<file path="src/pkg/pwmc_map.svh">
// Register offsets, field positions and reset values of the pulse unit
`ifndef PWMC_MAP_SVH
`define PWMC_MAP_SVH
`define PWMC_CTRL       8'h00
`define PWMC_PRESC      8'h04
`define PWMC_PERIOD     8'h08
`define PWMC_CMP        8'h14
`define PWMC_DTIME      8'h2c
`define PWMC_OUTCFG     8'h30
`define PWMC_CAPCFG     8'h34
`define PWMC_INTEN      8'h38
`define PWMC_INTSTS     8'h3c
`define PWMC_TRGEN      8'h40
`define PWMC_CNT        8'h44
`define PWMC_CAPDAT     8'h80
`define PWMC_PERIOD_RST 16'hffff
`define PWMC_CTRL_RUN   0
`define PWMC_CTRL_COMP  1
`define PWMC_CTRL_MODE  2
`define PWMC_CTRL_BLVL  8
`define PWMC_CTRL_BPIN  9
`define PWMC_CTRL_BSYS  10
`define PWMC_CTRL_BOUT  11
`define PWMC_OC_POL     0
`define PWMC_OC_MEN     8
`define PWMC_OC_MLVL    16
`define PWMC_OC_OE      24
`define PWMC_CC_EN      0
`define PWMC_CC_RISE    8
`define PWMC_CC_FALL    16
`define PWMC_CC_RLD     24
`define PWMC_INT_ZERO   0
`define PWMC_INT_PER    3
`define PWMC_INT_CMP    6
`define PWMC_INT_BRK    12
`define PWMC_INT_RISE   13
`define PWMC_INT_FALL   19
`define PWMC_FILT_LEN   3
`endif

</file>
<file path="src/pkg/pwmc_pkg.sv">
// Types shared by the pulse unit modules
package pwmc_pkg;
   typedef enum logic [1:0] {
      PWMC_UP   = 2'b00,
      PWMC_DOWN = 2'b01,
      PWMC_UPDN = 2'b10
   } pwmc_mode_t;
   typedef struct packed {
      logic zero;
      logic period;
   } pwmc_evt_t;
endpackage

</file>
<file path="src/hdl/pwmc_counter.sv">
// One 16-bit pulse unit counter: up, down or up-down
`timescale 1ns/1ps
module pwmc_counter #(
   parameter int W = 16
) (
   input  wire logic                pclk,
   input  wire logic                presetn,
   input  wire logic                tick,
   input  wire logic                run,
   input  wire logic                reload,
   input  wire pwmc_pkg::pwmc_mode_t mode,
   input  wire logic [W-1:0]        period,
   output logic [W-1:0]             cnt,
   output pwmc_pkg::pwmc_evt_t      evt
);
   logic down;

   // Events only on a prescaler tick, so each fires once per step
   always_comb begin
      evt.zero   = tick & (cnt == '0);
      evt.period = tick & (cnt == period);
   end

   // Counting; a code of 2'b11 falls back to up counting
   always_ff @(posedge pclk or negedge presetn) begin
      if (!presetn) begin
         cnt  <= '0;
         down <= 1'b0;
      end else if (!run) begin
         cnt  <= '0;
         down <= 1'b0;
      end else if (reload) begin
         cnt  <= (mode == pwmc_pkg::PWMC_DOWN) ? period : '0;
         down <= 1'b0;
      end else if (tick) begin
         unique case (mode)
            pwmc_pkg::PWMC_UP:
               cnt <= (cnt >= period) ? '0 : cnt + 1'b1;
            pwmc_pkg::PWMC_DOWN:
               cnt <= (cnt == '0) ? period : cnt - 1'b1;
            pwmc_pkg::PWMC_UPDN: begin
               // Turn at both ends for one symmetric period
               if (!down) begin
                  if (cnt >= period) begin
                     down <= 1'b1;
                     cnt  <= (cnt == '0) ? cnt : cnt - 1'b1;
                  end else begin
                     cnt <= cnt + 1'b1;
                  end
               end else if (cnt == '0) begin
                  down <= 1'b0;
                  cnt  <= (period == '0) ? cnt : cnt + 1'b1;
               end else begin
                  cnt <= cnt - 1'b1;
               end
            end
            default: cnt <= (cnt >= period) ? '0 : cnt + 1'b1;
         endcase
      end
   end
endmodule

</file>
<file path="src/hdl/pwmc_capmem.sv">
// Capture result store: one word per entry, registered read port
`timescale 1ns/1ps
module pwmc_capmem #(
   parameter int W = 16,
   parameter int N = 12
) (
   input  wire logic                 pclk,
   input  wire logic                 presetn,
   input  wire logic [N-1:0]         we,
   input  wire logic [N-1:0][W-1:0]  wdata,
   input  wire logic [3:0]           raddr,
   output logic [W-1:0]              rdata
);
   logic [N-1:0][W-1:0] mem;

   // Each entry has its own write strobe so captures never collide
   for (genvar e = 0; e < N; e++) begin : g_ent
      always_ff @(posedge pclk or negedge presetn) begin
         if (!presetn) begin
            mem[e] <= '0;
         end else if (we[e]) begin
            mem[e] <= wdata[e];
         end
      end
   end

   // Registered read; out of range reads give zero
   always_ff @(posedge pclk or negedge presetn) begin
      if (!presetn) begin
         rdata <= '0;
      end else begin
         rdata <= (int'(raddr) < N) ? mem[raddr] : '0;
      end
   end
endmodule

</file>
<file path="src/hdl/pwmc_top.sv">
// Six-channel pulse unit with dead time, brake and capture
//
// Contract
// - Six channels, each output or capture
// - 12-bit prescaler divides by 1 to 4096
// - Three independent 16-bit counters
// - Counters count up, down or up-down
// - Compare against counter raises events
// - Independent mode or three complementary pairs
// - Complementary pulse uses two compare values
// - 12-bit dead time between paired edges
// - Per-pin polarity, mask level, output enable
// - Brake from pin, brown-out or lockup
// - Brake pin passes a noise filter
// - Edge brake holds until flag cleared
// - Level brake releases when condition ends
// - Interrupts on zero, period, compare, brake
// - Converter trigger on zero, period, compare
// - Capture counter on rising, falling or both
// - Twelve 16-bit results, rise and fall
// - Interrupts on rising and falling capture
// - Capture may reload the counter
//
// Local design decisions: the register offsets and the APB register port.
`timescale 1ns/1ps
`include "pwmc_map.svh"
module pwmc_top #(
   parameter int CH = 6,
   parameter int CW = 16,
   parameter int PW = 12,
   parameter int DW = 12
) (
   input  wire logic          pclk,
   input  wire logic          presetn,
   input  wire logic          psel,
   input  wire logic          penable,
   input  wire logic          pwrite,
   input  wire logic [7:0]    paddr,
   input  wire logic [31:0]   pwdata,
   output logic [31:0]        prdata,
   output logic               pready,
   output logic               pslverr,
   input  wire logic [CH-1:0] cap_in,
   input  wire logic          brake_pin,
   input  wire logic          bod_evt,
   input  wire logic          lockup,
   output logic [CH-1:0]      pwm_out,
   output logic [CH-1:0]      pwm_oe_n,
   output logic               adc_trig,
   output logic               irq
);
   localparam int NC = CH / 2;
   localparam int IW = 25;

   logic [16:0]            ctrl;
   logic [PW-1:0]          presc;
   logic [NC-1:0][CW-1:0]  period;
   logic [CH-1:0][CW-1:0]  cmp;
   logic [DW-1:0]          dtime;
   logic [31:0]            outcfg;
   logic [31:0]            capcfg;
   logic [IW-1:0]          inten;
   logic [IW-1:0]          intsts;
   logic [11:0]            trgen;
   logic                   acc;
   logic                   wr;
   logic [31:0]            rd_val;
   logic                   rd_hit;
   logic                   cap_hit;
   logic [CW-1:0]          cap_rdata;
   logic [PW-1:0]          psc_cnt;
   logic                   tick;
   logic                   run;
   logic [NC-1:0][CW-1:0]  cnt;
   pwmc_pkg::pwmc_evt_t [NC-1:0] evt;
   logic [NC-1:0]          ev_zero;
   logic [NC-1:0]          ev_per;
   logic [CH-1:0]          ev_cmp;
   logic [NC-1:0]          reload;
   logic [CH-1:0]          cap_prev;
   logic [CH-1:0]          cap_rise;
   logic [CH-1:0]          cap_fall;
   logic [2*CH-1:0]        cap_we;
   logic [2*CH-1:0][CW-1:0] cap_wd;
   logic [`PWMC_FILT_LEN-1:0] filt_sh;
   logic                   brk_filt;
   logic                   brk_src;
   logic                   brk_prev;
   logic                   brk_act;
   logic [IW-1:0]          set_vec;
   logic [NC-1:0]          raw_cp;
   logic [NC-1:0]          raw_q;
   logic [NC-1:0][DW-1:0]  dt_cnt;
   logic [NC-1:0]          pa;
   logic [NC-1:0]          pb;
   logic [CH-1:0]          pre;
   logic [CH-1:0]          next_out;
   logic [CH-1:0]          cap_en;

   assign run    = ctrl[`PWMC_CTRL_RUN];
   assign cap_en = capcfg[`PWMC_CC_EN +: CH];

   // One wait state on every access keeps reads from the store aligned
   assign acc = psel & penable & ~pready;
   assign wr  = psel & penable & pready & pwrite;

   always_ff @(posedge pclk or negedge presetn) begin
      if (!presetn) begin
         pready  <= 1'b0;
         pslverr <= 1'b0;
         prdata  <= '0;
      end else begin
         pready  <= acc;
         pslverr <= acc & ~rd_hit;
         if (acc && !pwrite) begin
            prdata <= cap_hit ? {16'h0000, cap_rdata} : rd_val;
         end
      end
   end

   // Read decode; unmapped addresses answer with an error
   always_comb begin
      rd_val  = '0;
      cap_hit = (paddr >= `PWMC_CAPDAT) && (paddr < 8'hb0);
      rd_hit  = cap_hit;
      unique case (paddr)
         `PWMC_CTRL:   rd_val = 32'(ctrl);
         `PWMC_PRESC:  rd_val = 32'(presc);
         `PWMC_DTIME:  rd_val = 32'(dtime);
         `PWMC_OUTCFG: rd_val = outcfg;
         `PWMC_CAPCFG: rd_val = capcfg;
         `PWMC_INTEN:  rd_val = 32'(inten);
         `PWMC_INTSTS: rd_val = 32'(intsts);
         `PWMC_TRGEN:  rd_val = 32'(trgen);
         default:      rd_val = '0;
      endcase
      if (paddr == `PWMC_CTRL || paddr == `PWMC_PRESC
          || (paddr >= `PWMC_DTIME && paddr <= `PWMC_TRGEN)) begin
         rd_hit = 1'b1;
      end
      for (int i = 0; i < NC; i++) begin
         if (paddr == `PWMC_PERIOD + 8'(4 * i)) begin
            rd_val = 32'(period[i]);
            rd_hit = 1'b1;
         end
         if (paddr == `PWMC_CNT + 8'(4 * i)) begin
            rd_val = 32'(cnt[i]);
            rd_hit = 1'b1;
         end
      end
      for (int i = 0; i < CH; i++) begin
         if (paddr == `PWMC_CMP + 8'(4 * i)) begin
            rd_val = 32'(cmp[i]);
            rd_hit = 1'b1;
         end
      end
   end

   // Configuration writes at the completing edge
   always_ff @(posedge pclk or negedge presetn) begin
      if (!presetn) begin
         ctrl   <= '0;
         presc  <= '0;
         period <= {NC{`PWMC_PERIOD_RST}};
         cmp    <= '0;
         dtime  <= '0;
         outcfg <= '0;
         capcfg <= '0;
         inten  <= '0;
         trgen  <= '0;
      end else if (wr) begin
         if (paddr == `PWMC_CTRL)   ctrl   <= pwdata[16:0];
         if (paddr == `PWMC_PRESC)  presc  <= pwdata[PW-1:0];
         if (paddr == `PWMC_DTIME)  dtime  <= pwdata[DW-1:0];
         if (paddr == `PWMC_OUTCFG) outcfg <= pwdata;
         if (paddr == `PWMC_CAPCFG) capcfg <= pwdata;
         if (paddr == `PWMC_INTEN)  inten  <= pwdata[IW-1:0];
         if (paddr == `PWMC_TRGEN)  trgen  <= pwdata[11:0];
         for (int i = 0; i < NC; i++) begin
            if (paddr == `PWMC_PERIOD + 8'(4 * i))
               period[i] <= pwdata[CW-1:0];
         end
         for (int i = 0; i < CH; i++) begin
            if (paddr == `PWMC_CMP + 8'(4 * i)) cmp[i] <= pwdata[CW-1:0];
         end
      end
   end

   // Shared prescaler: value N-1 gives a tick every N clocks
   always_ff @(posedge pclk or negedge presetn) begin
      if (!presetn) begin
         psc_cnt <= '0;
      end else if (!run || tick) begin
         psc_cnt <= '0;
      end else begin
         psc_cnt <= psc_cnt + 1'b1;
      end
   end
   assign tick = run & (psc_cnt >= presc); // no wrap when lowered

   // Three counters, channels 2g and 2g+1 share counter g
   for (genvar g = 0; g < NC; g++) begin : g_cnt
      pwmc_counter #(.W(CW)) u_cnt (
         .pclk    (pclk),
         .presetn (presetn),
         .tick    (tick),
         .run     (run),
         .reload  (reload[g]),
         .mode    (pwmc_pkg::pwmc_mode_t'(ctrl[`PWMC_CTRL_MODE+2*g +: 2])),
         .period  (period[g]),
         .cnt     (cnt[g]),
         .evt     (evt[g])
      );
      assign ev_zero[g] = evt[g].zero;
      assign ev_per[g]  = evt[g].period;
      assign reload[g]  = |((cap_rise[2*g +: 2] | cap_fall[2*g +: 2])
                            & capcfg[`PWMC_CC_RLD+2*g +: 2]);
      // Pair pulse high between the two compare values
      assign raw_cp[g] = (cnt[g] >= cmp[2*g]) && (cnt[g] < cmp[2*g+1]);
      assign pa[g] = raw_q[g] & (dt_cnt[g] == '0);
      assign pb[g] = ~raw_q[g] & (dt_cnt[g] == '0);
      // Any edge of the pair pulse restarts the dead time
      always_ff @(posedge pclk or negedge presetn) begin
         if (!presetn) begin
            raw_q[g]  <= 1'b0;
            dt_cnt[g] <= '0;
         end else if (raw_cp[g] != raw_q[g]) begin
            raw_q[g]  <= raw_cp[g];
            dt_cnt[g] <= dtime;
         end else if (dt_cnt[g] != '0) begin
            dt_cnt[g] <= dt_cnt[g] - 1'b1;
         end
      end
   end

   // Per-channel compare, output shaping and capture strobes
   for (genvar c = 0; c < CH; c++) begin : g_ch
      assign ev_cmp[c] = tick & (cnt[c/2] == cmp[c]);
      assign pre[c] = ctrl[`PWMC_CTRL_COMP]
                    ? ((c % 2 == 0) ? pa[c/2] : pb[c/2])
                    : (cnt[c/2] < cmp[c]);
      always_comb begin
         next_out[c] = pre[c] ^ outcfg[`PWMC_OC_POL+c];
         if (outcfg[`PWMC_OC_MEN+c])
            next_out[c] = outcfg[`PWMC_OC_MLVL+c];
         if (brk_act)
            next_out[c] = ctrl[`PWMC_CTRL_BOUT+c];
      end
      assign cap_rise[c] = cap_en[c] & capcfg[`PWMC_CC_RISE+c]
                         & cap_in[c] & ~cap_prev[c];
      assign cap_fall[c] = cap_en[c] & capcfg[`PWMC_CC_FALL+c]
                         & ~cap_in[c] & cap_prev[c];
      assign cap_we[2*c]   = cap_rise[c];
      assign cap_we[2*c+1] = cap_fall[c];
      assign cap_wd[2*c]   = cnt[c/2];
      assign cap_wd[2*c+1] = cnt[c/2];
   end

   // Pins: a capture channel never drives its pin
   always_ff @(posedge pclk or negedge presetn) begin
      if (!presetn) begin
         pwm_out  <= '0;
         pwm_oe_n <= '1;
         cap_prev <= '0;
      end else begin
         pwm_out  <= next_out;
         pwm_oe_n <= ~(outcfg[`PWMC_OC_OE +: CH] & ~cap_en);
         cap_prev <= cap_in;
      end
   end

   // Rise results at even entries, fall results at odd entries
   pwmc_capmem #(.W(CW), .N(2*CH)) u_capmem (
      .pclk    (pclk),
      .presetn (presetn),
      .we      (cap_we),
      .wdata   (cap_wd),
      .raddr   (paddr[5:2]),
      .rdata   (cap_rdata)
   );

   // Pin brake filter: level changes only after agreeing samples
   always_ff @(posedge pclk or negedge presetn) begin
      if (!presetn) begin
         filt_sh  <= '0;
         brk_filt <= 1'b0;
         brk_prev <= 1'b0;
      end else begin
         filt_sh  <= {filt_sh[`PWMC_FILT_LEN-2:0], brake_pin};
         if (&filt_sh) brk_filt <= 1'b1;
         else if (~|filt_sh) brk_filt <= 1'b0;
         brk_prev <= brk_src;
      end
   end
   assign brk_src = (ctrl[`PWMC_CTRL_BPIN] & brk_filt)
                  | (ctrl[`PWMC_CTRL_BSYS] & (bod_evt | lockup));
   // Edge brake lasts as long as its flag, level brake as its source
   assign brk_act = ctrl[`PWMC_CTRL_BLVL] ? brk_src
                  : intsts[`PWMC_INT_BRK];

   assign set_vec = {cap_fall, cap_rise, brk_src & ~brk_prev,
                     ev_cmp, ev_per, ev_zero};

   // Sticky flags, write one to clear; a new event beats the clear
   always_ff @(posedge pclk or negedge presetn) begin
      if (!presetn) begin
         intsts <= '0;
      end else if (wr && paddr == `PWMC_INTSTS) begin
         intsts <= (intsts & ~pwdata[IW-1:0]) | set_vec;
      end else begin
         intsts <= intsts | set_vec;
      end
   end

   // Request line and converter trigger pulse
   always_ff @(posedge pclk or negedge presetn) begin
      if (!presetn) begin
         irq      <= 1'b0;
         adc_trig <= 1'b0;
      end else begin
         irq      <= |(intsts & inten);
         adc_trig <= |(set_vec[11:0] & trgen);
      end
   end
endmodule

</file>
<file path="config.mk">
export PLATFORM = sky130hd
export DESIGN_NAME = pwmc_top
export DESIGN_NICKNAME = d
export VERILOG_FILES = /design/src/pkg/pwmc_pkg.sv /design/src/hdl/pwmc_counter.sv /design/src/hdl/pwmc_capmem.sv /design/src/hdl/pwmc_top.sv
export VERILOG_INCLUDE_DIRS = /design/src /design/src/pkg
export SDC_FILE = /design/constraint.sdc
export NUM_CORES = 2
export LEC_CHECK = 0
export BUFFER_PORTS_ARGS = -buffer_cell sky130_fd_sc_hd__buf_4
export CAP_MARGIN = 20
export CORE_ASPECT_RATIO = 1.2
export CORE_UTILIZATION = 54
export CTS_CLUSTER_DIAMETER = 80
export DETAILED_ROUTE_END_ITERATION = 8
export GPL_TIMING_DRIVEN = 0
export PLACE_DENSITY = 0.66
export SKIP_LAST_GASP = 1
export SYNTH_ARGS = -nofsm -noshare
export SYNTH_HDL_FRONTEND = slang
export SYNTH_SLANG_ARGS = --single-unit
</file>
<file path="constraint.sdc">
create_clock -name pclk -period 5.4 [get_ports pclk]
set_clock_uncertainty 0.05 [all_clocks]
set_input_delay 0.81 -clock pclk [delete_from_list [all_inputs] [get_ports pclk]]
set_output_delay 0.81 -clock pclk [all_outputs]
set_load 0.02 [all_outputs]
</file>
==> results.toml <==
[status]
status = "complete, but fails checks"
violations = "design-rule violations"

[clock_tree]
cts_buffers = 75
cts-htree-levels = 3
clk_latency_ns = 0.65
cts_hold_buf = 0
root_buffer = "clkbuf_16"
clkSinkCount = 680
cts.clk_slew.worst_paths_ns = 0.06
postCtsSetupBuffers = 0
cts_resized = 0
ctsLongestPathBuffers = 3
cts_tree = "yes"

[logic_synthesis]
synth_cell_type_count = 100
yosys-mux-area-fraction_pct = 17.1
ys_seq_elements = 680
yosysWarnings = 0
synth_fp_nets = 3944
yosys.area.top_type = "dfrtp_1"
synth_top_family_by_area = "multiplexers"
synth_edf_count = 0
synth_xor_area_share_pct = 2.29
synth_compound_area_share_pct = 14.6
synthTopCellsByArea = "dfrtp_1, mux2_2, ha_1, dfstp_2, mux4_2"
netlist_instances = 3715
syn_area_um2 = 38900
synthAdderAreaFrac_pct = 5.62
synth_async_sr_flop_share_pct = 100
yosys.area_share.simple_pct = 12.0
ys.flop_type = "dfrtp_1"
syn_avg_cell_area_um2 = 10.5
seq_area_frac_synth_pct = 43.9
yosysTopAreaCellShare_pct = 40.2

[die]
die_w_um = 247
placementRows = 107
core_area_um2 = 71200
dieArea_um2 = 73200
io_pins = 102
dieHeight_um = 296
start_util_pct = 54.7

[setup_path]
critical_path.max_stage_delay_ns = 0.88
worstSetupPathType = "register to register"
cp-startpoint = "g_cnt[2].u_cnt.cnt[0]$_DFFE_PN0P_"
path_buf_inv = 2
critPathTopFamily = "simple AND/OR/NAND/NOR gates"
start_kind = "register"
slowest_stage = "nor2_1"
worstSetupEndpointType = "register"
crit_required_ns = 5.88
cp_max_fo = 11
rr_startpoint = "g_cnt[2].u_cnt.cnt[0]$_DFFE_PN0P_"
critPathArrivalTime_ns = 5.56
crit_chain = "clkbuf_1, inv_1, ha_1, nor2b_1, and2_1, nand4_1, o211ai_1, o31ai_4, nor2_1, a21oi_1, a32o_1"

[power]
power_w = 0.0129
p_leak_nw = 19.7
pwr-share-seq_pct = 43.0
power_density_nw_per_um2 = 294
internal_power_w = 0.00916
swShare_pct = 28.7
power_frac_clock_pct = 42.5
p_switching_w = 0.00370
peakVddDrop_v = 0.000348
comb_power_share_pct = 14.5

[sta]
post-route-period-util_pct = 94.2
relSlewSlack_pct = 12.6
finalHoldViolations = 0
worst_pin_slew_ns = 1.29
maxSlewViolCount = 0
grt_setup_unrepaired = "no"
max_freq_ghz = 0.197
setup_violations = 0
min_period_ns = 5.09

[placement]
gp_congestion = 1.08
dp_hpwl_um = 121000
portBuffers = 97
postPlaceCellArea_um2 = 41100

[drt]
wl_um = 160000
num_vias = 33548
drt_first_pass_iters = 9
wl_per_cell_um = 32.7
drtAntennaViolNets = 0
drt_iter0_drc = 4101
vias_per_cell = 6.85
drcViolationCount = 24

[final_layout]
drive_gt1_share_pct = 21.8
syn2layout_area_growth_pct = 12.2
nets = 4132
fin_area_um2 = 43700
nFillCells = 6122

[grt]
overflow = 0
grt_max_degree = 114
grt_pass1_wl_um = 228000
grt_pass1_vias = 32147
grt.total_usage_pct = 44.0
antenna_found_initial = 10

[job]
drv_cap = 0

[worst_hold_path]
hold_path.class = "primary input to asynchronous set/reset pin"
[state kept, by name, summed over array words and instances, names as in the netlist, 16 cells and up]
signal and cells:
ctrl 17, dt_cnt 36, intsts 25, g_cnt.u_cnt.cnt 48, outcfg 32, capcfg 32, u_capmem.mem 192, period 48
cmp 96, prdata 32, inten 25, u_capmem.rdata 16
[power groups by stage]
stage | clock (W) | combinational [W] | sequential (W)
after floorplan | 0 | 0.00114 | 0.00558
after global placement | 0 | 0.00179 | 0.00561
after detailed placement | 0 | 0.00183 | 0.00561
after CTS | 0.00549 | 0.00184 | 0.00552
after global routing | 0.00568 | 0.00203 | 0.00555
final | 0.00546 | 0.00187 | 0.00553
[logic make-up after synthesis]
logic type      count (synthesis)
flops                         680
compound gates                836
simple gates                  937
buf+inv                       448
mux                           537
xor+xnor                      102
fa+ha+maj                     175
[placed cells by master, fill, tap and decap left out, types with 25 or more instances in the layout]
master | netlist | layout
a221oi_1 | 41 | 41
nand2_1 | 332 | 332
nand4_1 | 49 | 49
a22oi_1 | 52 | 52
mux2_1 | 28 | 28
xor2_1 | 51 | 51
dfstp_2 | 54 | 54
a21oi_1 | 131 | 131
dfrtp_1 | 626 | 626
clkbuf_16 | 0 | 75
nor4_1 | 32 | 29
a22o_1 | 48 | 48
inv_1 | 209 | 209
ha_1 | 175 | 175
o22ai_1 | 37 | 37
mux4_2 | 56 | 56
nor3_1 | 74 | 74
mux2i_1 | 28 | 28
o21ai_0 | 200 | 200
o221ai_1 | 29 | 29
mux2_2 | 425 | 425
buf_2 | 47 | 48
a31oi_1 | 33 | 33
clkbuf_1 | 165 | 177
o211ai_1 | 48 | 48
and3_1 | 25 | 25
xnor2_1 | 51 | 51
nor2_1 | 186 | 186
nand3_1 | 69 | 69
buf_4 | 3 | 103
[worst paths after layout]
path                            depth (start not counted)  slack, ns                                 end
worst max register to register                         11       0.31  g_cnt[2].u_cnt.cnt[11]$_DFFE_PN0P_
worst max-delay path                                   11       0.31  g_cnt[2].u_cnt.cnt[11]$_DFFE_PN0P_
max in group asynchronous                               3       3.49       u_capmem.mem[185]$_DFFE_PN0P_
worst min register to register                          0       0.33                filt_sh[2]$_DFF_PN0_
worst min-delay path                                    1       0.14              dt_cnt[16]$_DFFE_PN0P_
min in group pclk                                       1       0.23                filt_sh[0]$_DFF_PN0_
[cells in the mapped netlist (28+ instances only)]
cell type	number
xnor2_1	51
inv_1	209
nand2_1	332
mux2i_1	28
a31oi_1	33
o221ai_1	29
o211ai_1	48
buf_2	47
nand3_1	69
a22oi_1	52
a22o_1	48
dfrtp_1	626
ha_1	175
mux4_2	56
nor4_1	32
nor3_1	74
a21oi_1	131
nand4_1	49
clkbuf_1	165
o21ai_0	200
a221oi_1	41
o22ai_1	37
xor2_1	51
mux2_2	425
dfstp_2	54
nor2_1	186
mux2_1	28
[cell type report]
| class | instances | area (um^2) | area share, % |
|---|---|---|---|
| multi-input cells | 2587 | 20100 | 46.1 |
| well taps | 926 | 1160 | 2.65 |
| inverters | 211 | 792 | 1.81 |
| clock buffers | 96 | 2050 | 4.68 |
| clock inverters | 42 | 518 | 1.19 |
| diodes | 5 | 12.5 | 0.0286 |
| repair buffers | 111 | 981 | 2.25 |
| plain buffers | 237 | 967 | 2.21 |
| flip-flops and latches | 680 | 17100 | 39.1 |
[metrics by stage]
stage,hold WS (ns),worst slack [ns],instances,setup TNS (ns),utilization [%]
after floorplan,0.304,2.40,3715,0,-
after global placement,0.310,-4.39,4738,-2745.28,57.3
after detailed placement,0.313,0.624,4751,0,57.7
after CTS,0.173,0.628,4889,0,61.3
after global routing,0.213,0.528,4890,0,61.3
final,0.136,0.315,4895,0,61.3
[metal layers]
metal,part of all wire (%),routed length (um),global-route usage (%)
met2,43,68900,65.4
met1,38,60300,56.0
met4,8.0,12800,29.3
met5,0.027,43,0
met3,11,18000,12.4
(Power assumes the default switching activity.)
